File: src/isr_consts.svh
// Constants for the inductive sensor result readout block
`ifndef ISR_CONSTS_SVH
`define ISR_CONSTS_SVH
`define ISR_ADDR_W 8
`define ISR_ADDR_CFG 8'h04
`define ISR_ADDR_STATUS 8'h20
`define ISR_ADDR_PROX_LO 8'h21
`define ISR_ADDR_PROX_HI 8'h22
`define ISR_ADDR_RATE_LO 8'h23
`define ISR_ADDR_RATE_MID 8'h24
`define ISR_ADDR_RATE_HI 8'h25
`define ISR_RDY_BIT 6
`define ISR_RESP_DIV 3
`define ISR_RESP_RST 3'h0
`define ISR_BYTE_ZERO 8'h00
`define ISR_DRDY_IDLE 1'b1
`define ISR_DRDY_READY 1'b0
`define ISR_BYTE_0 7:0
`define ISR_BYTE_1 15:8
`define ISR_BYTE_2 23:16
`endif

File: src/isr_pkg.sv
// Types shared by the inductive sensor result readout block
package isr_pkg;
   typedef struct packed {
      logic [15:0] prox;
      logic [23:0] rate;
   } isr_result_t;
   typedef struct packed {
      logic rd_start;
      logic [7:0] addr;
   } isr_rd_req_t;
endpackage : isr_pkg

File: src/isr_clip.sv
// Clips a raw impedance sample into the programmed range limits
`timescale 1ns/100ps
`default_nettype none
module isr_clip #(
   parameter int W = 16
) (
   input wire logic [W-1:0] raw_in,
   input wire logic [W-1:0] lower_in,
   input wire logic [W-1:0] upper_in,
   output logic [W-1:0] clip_out
);
   // Saturate at either limit; limits are assumed ordered by the host
   always_comb begin
      if (raw_in > upper_in) begin
         clip_out = upper_in;
      end else if (raw_in < lower_in) begin
         clip_out = lower_in;
      end else begin
         clip_out = raw_in;
      end
   end
endmodule : isr_clip
`default_nettype wire

File: src/isr_readout.sv
// Result snapshot and readback for the inductive sensor converter
`timescale 1ns/100ps
`default_nettype none
`include "isr_consts.svh"
module isr_readout (
   input wire logic clk_sys_in,
   input wire logic sys_rst_in,
   input wire isr_pkg::isr_rd_req_t rd_req_in,
   output logic [7:0] rd_data_out,
   input wire logic conv_done_in,
   input wire isr_pkg::isr_result_t conv_in,
   input wire logic [15:0] impedance_range_lower_in,
   input wire logic [15:0] impedance_range_upper_in,
   input wire logic [2:0] resp_time_in,
   output logic [2:0] resp_time_out
);
   import isr_pkg::*;

   ////////////////////////////////////////////////////////////////////
   // Pending conversion and published snapshot
   isr_result_t pend_r, pend_nxt;
   isr_result_t snap_r, snap_nxt;
   logic drdy_n_r, drdy_n_nxt;
   logic [7:0] rd_data_r, rd_data_nxt;
   logic [15:0] prox_clip;
   logic snap_now;
   logic [2:0] resp_r, resp_nxt;

   // Range clamp on the fresh impedance sample
   isr_clip #(.W(16)) u_clip (
      .raw_in(conv_in.prox),
      .lower_in(impedance_range_lower_in),
      .upper_in(impedance_range_upper_in),
      .clip_out(prox_clip)
   );

   ////////////////////////////////////////////////////////////////////
   // Response setting, handed on to the rate counter.
   // The counter divides the sensor clock by a third of this setting, so
   // the rate count arrives already as frequency/(setting/3). The copy is
   // registered so the counter never sees a half-written field; the cost
   // is one clock of lag after a configuration write.
   always_comb begin
      resp_nxt = resp_time_in;
   end

   // Response setting register
   always_ff @(posedge clk_sys_in or posedge sys_rst_in) begin
      if (sys_rst_in) begin
         resp_r <= `ISR_RESP_RST;
      end else begin
         resp_r <= resp_nxt;
      end
   end

   assign resp_time_out = resp_r;

   ////////////////////////////////////////////////////////////////////
   // Snapshot trigger: a read that begins anywhere but the low byte
   // leaves the set alone, so a host polling status never tears it
   assign snap_now = rd_req_in.rd_start &&
      (rd_req_in.addr == `ISR_ADDR_PROX_LO);

   ////////////////////////////////////////////////////////////////////
   // Next-state: one atomic copy keeps bytes from one conversion
   always_comb begin
      pend_nxt = pend_r;
      snap_nxt = snap_r;
      drdy_n_nxt = drdy_n_r;
      // Each conversion overwrites the pending copy; a result that was
      // never fetched is dropped on purpose, the host wants the newest
      if (conv_done_in) begin
         pend_nxt.prox = prox_clip;
         pend_nxt.rate = conv_in.rate;
      end
      if (snap_now) begin
         snap_nxt = pend_r;
         drdy_n_nxt = `ISR_DRDY_IDLE;
      end
      // A new conversion outranks the clear of the ready flag
      if (conv_done_in) begin
         drdy_n_nxt = `ISR_DRDY_READY;
      end
   end

   // Read mux; 0x21 returns the bytes just captured
   always_comb begin
      rd_data_nxt = rd_data_r;
      if (rd_req_in.rd_start) begin
         unique case (rd_req_in.addr)
            `ISR_ADDR_STATUS: begin
               rd_data_nxt = `ISR_BYTE_ZERO;
               rd_data_nxt[`ISR_RDY_BIT] = drdy_n_r;
            end
            `ISR_ADDR_PROX_LO: rd_data_nxt = pend_r.prox[`ISR_BYTE_0];
            `ISR_ADDR_PROX_HI: rd_data_nxt = snap_r.prox[`ISR_BYTE_1];
            `ISR_ADDR_RATE_LO: rd_data_nxt = snap_r.rate[`ISR_BYTE_0];
            `ISR_ADDR_RATE_MID: rd_data_nxt = snap_r.rate[`ISR_BYTE_1];
            `ISR_ADDR_RATE_HI: rd_data_nxt = snap_r.rate[`ISR_BYTE_2];
            default: rd_data_nxt = `ISR_BYTE_ZERO;
         endcase
      end
   end

   // Result registers; the snapshot otherwise holds across conversions.
   // Cleared by reset only so early reads are defined, since the stored
   // result has no meaning before the first conversion.
   always_ff @(posedge clk_sys_in or posedge sys_rst_in) begin
      if (sys_rst_in) begin
         pend_r <= '0;
         snap_r <= '0;
         drdy_n_r <= `ISR_DRDY_IDLE;
      end else begin
         pend_r <= pend_nxt;
         snap_r <= snap_nxt;
         drdy_n_r <= drdy_n_nxt;
      end
   end

   // Read data register; the byte stands until the next read begins
   always_ff @(posedge clk_sys_in or posedge sys_rst_in) begin
      if (sys_rst_in) begin
         rd_data_r <= `ISR_BYTE_ZERO;
      end else begin
         rd_data_r <= rd_data_nxt;
      end
   end

   assign rd_data_out = rd_data_r;

   ////////////////////////////////////////////////////////////////////
   // Checks
   a_snap_only_lo: assert property (@(posedge clk_sys_in)
      disable iff (sys_rst_in) !snap_now |=> $stable(snap_r))
      else $error("snapshot changed without low-byte read");
   a_snap_capture: assert property (@(posedge clk_sys_in)
      disable iff (sys_rst_in) snap_now |=> snap_r == $past(pend_r))
      else $error("snapshot missed pending result");
   a_hi_byte_read: assert property (@(posedge clk_sys_in)
      disable iff (sys_rst_in) (rd_req_in.rd_start && !snap_now &&
      rd_req_in.addr == `ISR_ADDR_PROX_HI)
      |=> rd_data_out == snap_r.prox[`ISR_BYTE_1])
      else $error("wrong proximity high byte");
   a_rate_hi_read: assert property (@(posedge clk_sys_in)
      disable iff (sys_rst_in) (rd_req_in.rd_start &&
      rd_req_in.addr == `ISR_ADDR_RATE_HI)
      |=> rd_data_out == snap_r.rate[`ISR_BYTE_2])
      else $error("wrong rate high byte");
   a_rate_mid_read: assert property (@(posedge clk_sys_in)
      disable iff (sys_rst_in) (rd_req_in.rd_start &&
      rd_req_in.addr == `ISR_ADDR_RATE_MID)
      |=> rd_data_out == snap_r.rate[`ISR_BYTE_1])
      else $error("wrong rate middle byte");
   a_rate_lo_read: assert property (@(posedge clk_sys_in)
      disable iff (sys_rst_in) (rd_req_in.rd_start &&
      rd_req_in.addr == `ISR_ADDR_RATE_LO)
      |=> rd_data_out == snap_r.rate[`ISR_BYTE_0])
      else $error("wrong rate low byte");
   a_lo_byte_read: assert property (@(posedge clk_sys_in)
      disable iff (sys_rst_in) snap_now
      |=> rd_data_out == snap_r.prox[`ISR_BYTE_0])
      else $error("wrong proximity low byte");
   // Read data stands until the next read, whatever the converter does
   a_rd_data_hold: assert property (@(posedge clk_sys_in)
      disable iff (sys_rst_in) !rd_req_in.rd_start |=> $stable(rd_data_out))
      else $error("read data changed between reads");
   a_status_read: assert property (@(posedge clk_sys_in)
      disable iff (sys_rst_in) (rd_req_in.rd_start &&
      rd_req_in.addr == `ISR_ADDR_STATUS)
      |=> rd_data_out[`ISR_RDY_BIT] == $past(drdy_n_r))
      else $error("status ready bit wrong");
   a_ready_set: assert property (@(posedge clk_sys_in)
      disable iff (sys_rst_in) conv_done_in |=> !drdy_n_r)
      else $error("ready flag not raised");
   a_ready_clear: assert property (@(posedge clk_sys_in)
      disable iff (sys_rst_in) snap_now && !conv_done_in
      |=> drdy_n_r)
      else $error("ready flag not cleared");
   a_ready_hold: assert property (@(posedge clk_sys_in)
      disable iff (sys_rst_in) !conv_done_in && !snap_now
      |=> $stable(drdy_n_r))
      else $error("ready flag moved without cause");
   a_pend_rate: assert property (@(posedge clk_sys_in)
      disable iff (sys_rst_in) conv_done_in |=> pend_r.rate == $past(conv_in.rate))
      else $error("rate count not kept with its conversion");
   a_clip_range: assert property (@(posedge clk_sys_in)
      disable iff (sys_rst_in) conv_done_in &&
      impedance_range_lower_in <= impedance_range_upper_in
      |=> pend_r.prox <= $past(impedance_range_upper_in) &&
      pend_r.prox >= $past(impedance_range_lower_in))
      else $error("impedance not clipped");
   a_clip_low: assert property (@(posedge clk_sys_in)
      disable iff (sys_rst_in) conv_done_in &&
      conv_in.prox < impedance_range_lower_in &&
      impedance_range_lower_in <= impedance_range_upper_in
      |=> pend_r.prox == $past(impedance_range_lower_in))
      else $error("low impedance not held at lower limit");
   a_clip_high: assert property (@(posedge clk_sys_in)
      disable iff (sys_rst_in) conv_done_in &&
      conv_in.prox > impedance_range_upper_in &&
      impedance_range_lower_in <= impedance_range_upper_in
      |=> pend_r.prox == $past(impedance_range_upper_in))
      else $error("high impedance not held at upper limit");
   // Sampled reset gates the start too: on the release edge the register
   // is still held, so a check begun there would see a false lag
   a_resp_follow: assert property (@(posedge clk_sys_in)
      disable iff (sys_rst_in) !sys_rst_in
      |=> resp_time_out == $past(resp_time_in))
      else $error("response setting not handed on");
endmodule : isr_readout
`default_nettype wire

File: config.mk
export PLATFORM = sky130hd
export DESIGN_NAME = isr_readout
export DESIGN_NICKNAME = d
export VERILOG_FILES = /design/src/isr_pkg.sv /design/src/isr_clip.sv /design/src/isr_readout.sv
export VERILOG_INCLUDE_DIRS = /design/src
export SDC_FILE = /design/constraint.sdc
export NUM_CORES = 1
export LEC_CHECK = 0
export ABC_AREA = 0
export CAP_MARGIN = 20
export CORE_MARGIN = 4
export CORE_UTILIZATION = 63
export DETAILED_ROUTE_END_ITERATION = 10
export DONT_BUFFER_PORTS = 1
export GPL_TIMING_DRIVEN = 0
export PLACE_DENSITY_LB_ADDON = 0.12
export SLEW_MARGIN = 20
export SYNTH_ARGS = -nofsm -noshare
export SYNTH_HDL_FRONTEND = slang
export SYNTH_SLANG_ARGS = --single-unit
File: constraint.sdc
create_clock -name clk_sys_in -period 3 [get_ports clk_sys_in]
set_input_delay 0.15 -clock clk_sys_in [delete_from_list [all_inputs] [get_ports clk_sys_in]]
set_output_delay 0.15 -clock clk_sys_in [all_outputs]
set_load 0.02 [all_outputs]
==> results of run 1 <==
==> area by class of cell <==
cell class	count	area (µm²)	share of cell area (%)
clock buffer	11	131	2.62
multi-input combinational	241	2060	41.1
tap	96	120	2.40
buffer	15	85.1	1.70
clock inverter	4	51.3	1.02
inverter	42	160	3.20
timing repair buffer	29	300	5.99
sequential	84	2100	42.0
==> Yosys cell counts, types with 3 or more instances <==
library cell	number	area, µm²
mux2i_1	25	250
nand4_1	6	37.5
o22ai_1	7	43.8
dfrtp_1	83	2080
nor4_1	3	18.8
clkbuf_1	9	33.8
a21oi_1	14	70.1
inv_1	41	154
ha_1	31	388
nor2_1	8	30.0
nand2_1	29	109
nand3_1	5	25.0
a221oi_1	8	70.1
mux2_2	56	631
o21ai_0	10	50.1
o221ai_1	18	158
==> logic make-up after synthesis <==
logic type	count (synthesis)	synth area share, %
AND/OR/NAND/NOR	62	7.35
multiplexers	81	20.0
buffers and inverters	57	5.51
flip-flops	84	47.7
AO/OA/AOI/OAI	67	10.6
adder cells (fa/ha/maj)	31	8.80
==> power by group through the flow <==
| stage | combinational, mW | clock [mW] | sequential, mW |
|---|---|---|---|
| after floorplan | 0.247 | 0 | 1.28 |
| after global placement | 0.290 | 0 | 1.31 |
| after detailed placement | 0.310 | 0 | 1.31 |
| after CTS | 0.341 | 0.773 | 1.29 |
| after global routing | 0.381 | 0.821 | 1.30 |
| final | 0.339 | 0.757 | 1.29 |
==> sequential cells by signal (all words and copies together) (netlist names) <==
name,cells
drdy_n_r,1
pend_r,40
resp_time_out,3
snap_r,32
rd_data_out,8
==> layout by cell type (no fill, tap or decap), drive strengths merged, types with 2 or more instances in the layout <==
cell type and n:
nand4 6, dfrtp 83, a221oi 8, nand2 30, o22ai 7, o221ai 18, nand3 5, o21ai 10
clkbuf 22, nor2 8, mux2 56, a21boi 2, clkinv 3, ha 31, nor4 3, inv 41
dlygate4sd3 28, mux2i 25, a211oi 2, nor3 2, buf 5, a21oi 14
==> per-stage QoR <==
step | total power, mW | hold WS, ns | setup TNS [ns] | setup slack (ns) | utilization, %
2_1_floorplan | 1.53 | 0.181 | 0 | 0.687 | -
3_3_place_gp | 1.60 | 0.181 | -3.24 | -0.0421 | 66.6
3_5_place_dp | 1.62 | 0.0792 | 0 | 0.550 | 67.0
4_1_cts | 2.40 | 0.0159 | 0 | 0.926 | 73.8
5_1_grt | 2.50 | 0.0193 | 0 | 0.783 | 73.8
6_report | 2.38 | 0.0225 | 0 | 0.934 | 73.8
==> how the worst min path moves through the flow <==
stage               slack (ns)                         end
CTS                       0.02      pend_r[24]$_DFFE_PP0P_
finish                    0.02      pend_r[24]$_DFFE_PP0P_
floorplan                 0.18  resp_time_out[0]$_DFF_PP0_
global route              0.02      pend_r[30]$_DFFE_PP0P_
detailed placement        0.08      pend_r[19]$_DFFE_PP0P_
global placement          0.18  resp_time_out[0]$_DFF_PP0_
==> per-layer routing <==
layer,share of wire (%),up-vias,track usage [%]
met5,0,-,0
met4,1.3,0,5.28
met3,5.9,12,6.23
met2,52,90,41.1
met1,41,1526,29.7
li1,-,1470,-
==> timing repair <==
| item | in CTS | in global routing |
|---|---|---|
| resized for setup | 0 | 0 |
| hold buffers | 28 | 0 |
| endpoints found under the hold margin | 65 | 0 |
==> metrics.csv, run 1 <==
metric,value,unit
status,"finished, final reports clean",
slowest CP cell,buf_2,
sequential share of power,54.0,%
gpl congestion,0.917,
hold path depth,2,
RSZ-0062 raised after global routing,false,
First-pass DRT Iterations,4,
Least-Margin Pin Slew,1.15,ns
synth warn,0,
Fin. Hold Viols,0,
IO Port Bufs,0,
stages on the worst setup path,9,
CP max FO,10,
largest net degree at the start of global routing,47,
sw frac,25.5,%
crit path capture type,flip-flop,
Syn-to-layout area delta,13.7,%
fill cell count,478,
"Top FF cell, synth",dfrtp_1,
cell type group with the largest total delay on the critical path,simple AND/OR/NAND/NOR gates,
clk buf depth,2,
worst-path cell chain,inv_1 -> ha_1 -> nand4_1 -> nor4_1 -> o221ai_1 -> nand3_1 -> buf_2 -> mux2i_1 -> o221ai_1,
vias,3098,
Max stage delay on crit path,0.38,ns
Chip Height,91.6,µm
H-Tree Depth,3,
Post-synth ARST share,100,%
Net Sw Power,608,µW
critical path launch point type,primary input,
post-route clock skew,0.00692,ns
"Design Area, Final",5010,µm²
Max transition margin,22.9,%
all-layer global routing usage,23.7,%
Die X,91.6,µm
Final nets,540,
Total Routed Length,9570,µm
Clk pwr share,31.7,%
Layout Cells excl Fill,522,
ANT nets after route,0,
fmax,484,MHz
share of cells above drive strength 1,18.8,%
vias in the first global route,3313,
Initial Util,64.9,%
max-slew violation count,0,
critical path required time,3.21,ns
DR DRC count,0,
P_int,1.78,mW
Hold Crit Start,impedance_range_upper_in[0],
Die ar.,8400,µm²
Critical path origin,impedance_range_lower_in[15],
Synth Instances,382,
syn_area_per_cell,11.5,µm²
Power Density,476,nW/µm²
placed cell area,4550,µm²
Seq cells post-synth,84,
Netlist cell types,40,
initial antenna violation count,0,
DRT iter0 DRCs,178,
endpoints failing setup,0,
GRT overflow,0,
worst skew pair latency,0.35,ns
Vias/cell,5.93,
r2r startpoint,snap_r[6]$_DFFE_PP0P_,
Clock Root Buffer,clkbuf_8,
WL per Instance,18.3,µm
Comb power frac,14.2,%
CTS tree,done,
CP arrival,2.27,ns
crit path time final,2.07,ns
Critical Path Most Common Cell,o221ai_1,
final period utilization,68.9,%
ant diodes,0,
Post-CTS Setup Bufs,0,
clk slew on worst S/H paths,0.07,ns
number of cells on the worst reg-to-reg path,6,
clk sink count,84,
"reg-to-reg slack, setup",1.63,ns
max_cap viols,0,
Post-Syn Area,4410,µm²
global-route wire length before repair,15700,µm
Crit path buffers/inverters,2,
Crit Path Category,in -> reg,
CP Capture Point,pend_r[33]$_DFFE_PP0P_,
min-delay worst type,in -> reg,
Post-Syn Nets,500,
Post-synth EDFFs,0,
Core Rows,30,
r2r endpoint,rd_data_out[6]$_DFFE_PP0P_,
Core Box Area,6790,µm²
Static Leakage,2.38,nW
post-synthesis sequential area ratio,47.7,%
dpl cells,479,
CTS buffer count,9,
io pins,98,
Max VDD drop,0.386,mV
Post-DP HPWL,7370,µm
Note: power is estimated with default switching activity, not from simulation.
==> run 2, diff against run 1 <==
--- a/config.mk
+++ b/config.mk
@@ -9,7 +9,7 @@
 export ABC_AREA = 0
 export CAP_MARGIN = 20
 export CORE_MARGIN = 4
-export CORE_UTILIZATION = 63
+export CORE_UTILIZATION = 57
 export DETAILED_ROUTE_END_ITERATION = 10
 export DONT_BUFFER_PORTS = 1
 export GPL_TIMING_DRIVEN = 0
==> constraint.sdc (replaced) <==
create_clock -name clk_sys_in -period 1.8 [get_ports clk_sys_in]
set_input_delay 0.09 -clock clk_sys_in [delete_from_list [all_inputs] [get_ports clk_sys_in]]
set_output_delay 0.09 -clock clk_sys_in [all_outputs]
set_load 0.02 [all_outputs]
==> run 2 against run 1 <==
The run now ends with negative setup slack left. First-iteration DRC count down 9.6%. Sequential power up 67%. Cell area up 10%. Global-route usage up 0.37 points. Combinational power up 100%. Hold slack worse by 0.0048 ns. Critical path type unchanged. Critical endpoint is now pend_r[31]$_DFFE_PP0P_. Highest routed layer unchanged.
==> metrics.csv, run 2 (same netlist as run 1, synthesis figures left out) <==
metric,value,unit,change
critical path launch point type,primary input,,unchanged
worst-path cell chain,inv_1 -> ha_1 -> nand4_1 -> nor4_2 -> o221ai_1 -> nand3_2 -> buf_4 -> mux2i_1 -> o221ai_1,,was inv_1 -> ha_1 -> nand4_1 -> nor4_1 -> o221ai_1 -> nand3_1 -> buf_2 -> mux2i_1 -> o221ai_1
fill cell count,505,,was 478
RSZ-0062 raised after global routing,true,,was false
fmax,555,MHz,
clk slew on worst S/H paths,0.07,ns,about the same
Hold Crit Start,impedance_range_lower_in[0],,was impedance_range_upper_in[0]
post-route clock skew,0.0117,ns,was 0.00692 ns
Net Sw Power,1.05,mW,was 608 µW
Clock Root Buffer,clkbuf_8,,unchanged
DRT iter0 DRCs,161,,was 178
GRT overflow,0,,unchanged
Core Box Area,7370,µm²,was 6790 µm²
Clk pwr share,30.9,%,was 31.7%
WL per Instance,18.6,µm,was 18.3 µm
"commonest non-fill, non-tap cells in the layout","dfrtp_1 (83), dlygate4sd3_1 (69), mux2_2 (56)",,"was dfrtp_1 (83), mux2_2 (56), inv_1 (40)"
Chip Height,95.9,µm,was 91.6 µm
sw frac,25.6,%,was 25.5%
"commonest non-fill, non-tap cell in the layout",dfrtp_1,,unchanged
Final Worst Setup Slack,-0.00208,ns,was 0.934 ns
Die ar.,9200,µm²,was 8400 µm²
Initial Util,59.8,%,was 64.9%
Static Leakage,2.59,nW,was 2.38 nW
CP max FO,10,,unchanged
endpoints failing setup,1,,was 0
final period utilization,100,%,
io pins,98,,unchanged
critical path required time,1.99,ns,was 3.21 ns
CTS buffer count,9,,unchanged
ANT nets after route,0,,unchanged
Post-DP HPWL,7390,µm,was 7370 µm
Die X,95.9,µm,was 91.6 µm
Fin. Hold Viols,0,,unchanged
ant diodes,0,,unchanged
clk buf depth,2,,unchanged
Power Density,741,nW/µm²,was 476 nW/µm²
Max VDD drop,0.622,mV,was 0.386 mV
H-Tree Depth,3,,unchanged
Tot Pwr,4.09,mW,was 2.38 mW
CTS tree,done,,unchanged
slowest CP cell,nor4_2,,was buf_2
failing checks,negative setup slack,,
clk sink count,84,,unchanged
Least-Margin Pin Slew,0.673,ns,was 1.15 ns
placed cell area,4580,µm²,was 4550 µm²
min-delay worst type,in -> reg,,unchanged
vias,3324,,"was 3,098"
Total Routed Length,10600,µm,was 9570 µm
largest net degree at the start of global routing,30,,was 47
Util after Layout,74.8,%,was 73.8%
Critical Path Most Common Cell,o221ai_1,,unchanged
initial antenna violation count,0,,unchanged
gpl congestion,0.850,,was 0.917
Crit Path Category,in -> reg,,unchanged
Comb power frac,16.6,%,was 14.2%
crit path time final,1.80,ns,
Max stage delay on crit path,0.38,ns,about the same
Hold WS,0.0178,ns,was 0.0225 ns
sequential share of power,52.5,%,was 54.0%
global-route wire length before repair,16600,µm,"was 15,700 µm"
crit path capture type,flip-flop,,unchanged
"worst slack, placed",-0.405,ns,was 0.550 ns
CP arrival,1.99,ns,was 2.27 ns
P_int,3.04,mW,was 1.78 mW
max_cap viols,0,,unchanged
r2r startpoint,snap_r[38]$_DFFE_PP0P_,,was snap_r[6]$_DFFE_PP0P_
Syn-to-layout area delta,25.1,%,was 13.7%
all-layer global routing usage,24.0,%,was 23.7%
First-pass DRT Iterations,4,,unchanged
max-slew violation count,0,,unchanged
DR DRC count,0,,unchanged
Final nets,585,,was 540
"Design Area, Final",5510,µm²,was 5010 µm²
share of cells above drive strength 1,19.7,%,was 18.8%
Critical path origin,impedance_range_lower_in[15],,unchanged
Core Rows,31,,was 30
IO Port Bufs,0,,unchanged
Vias/cell,5.82,,was 5.93
status,finished with violations,,"was finished, final reports clean"
largest reg by FF count,pend_r,,unchanged
worst skew pair latency,0.35,ns,about the same
max reg flops,40,,unchanged
vias in the first global route,3486,,"was 3,313"
Max transition margin,55.0,%,was 22.9%
## run 2: cell types whose count changed in the layout (fill, tap and decap cells not counted), moves of 2 or more
cell / delta
nor4_2: +3
buf_4: +5
clkbuf_1: -2
clkinv_2: +2
nor4_1: -3
dlygate4sd3_1: +41
## run 2: worst paths after layout
| kind | end | slack (ns) | depth (start not counted) |
|---|---|---|---|
| setup / recovery | pend_r[31]$_DFFE_PP0P_ | -0.002 | 9 |
| hold / removal | pend_r[24]$_DFFE_PP0P_ | 0.02 | 2 |
| setup reg to reg | rd_data_out[6]$_DFFE_PP0P_ | 0.41 | 6 |
| hold reg to reg | pend_r[36]$_DFFE_PP0P_ | 0.50 | 2 |
| max in group asynchronous | drdy_n_r$_DFFE_PP1P_ | 0.87 | 3 |
| min in group asynchronous | rd_data_out[3]$_DFFE_PP0P_ | 0.31 | 2 |
## run 2: area by class of cell
type | instances | area (µm²) | share of cell area [%]
plain buffers | 14 | 85.1 | 1.54
clock buffers | 11 | 131 | 2.38
clock inverters | 5 | 52.6 | 0.953
inverters | 42 | 161 | 2.93
multi-input cells | 241 | 2100 | 38.0
flip-flops and latches | 84 | 2100 | 38.1
well taps | 99 | 124 | 2.25
repair buffers | 75 | 761 | 13.8
## run 2: per-stage QoR
step	setup TNS, ns	std cells
global route	-1.37	571
floorplan	-6.04	382
detailed placement	-17.32	483
finish	-0.00208	571
CTS	0	568
global placement	-16.86	481
## run 2: worst max-delay path: cells and delay by family
kind            cells  cell delay [ns]
buf+inv             2             0.25
compound gates      2             0.38
simple gates        3             0.73
mux                 1             0.23
fa+ha+maj           1             0.29
## run 2: power groups by stage
stage | combinational, mW | sequential (mW) | clock (mW)
floorplan | 0.415 | 2.14 | 0
global placement | 0.489 | 2.18 | 0
detailed placement | 0.524 | 2.18 | 0
CTS | 0.647 | 2.15 | 1.29
global route | 0.756 | 2.17 | 1.36
finish | 0.678 | 2.15 | 1.26
## run 2: per-layer routing
layer / routed length [µm] / track usage (%)
met5: 0 / 0
met4: 162 / 6.87
met3: 569 / 5.71
met2: 5380 / 41.5
met1: 4500 / 30.1
## run 2: repair_timing
action / in CTS / in global routing
hold buffers: 69 / 0
endpoints found under the hold margin: 70 / 0
buffers inserted: 1 / 3
pin swaps: 1 / 1
resized for setup: 1 / 6
setup endpoints to repair: 15 / 13
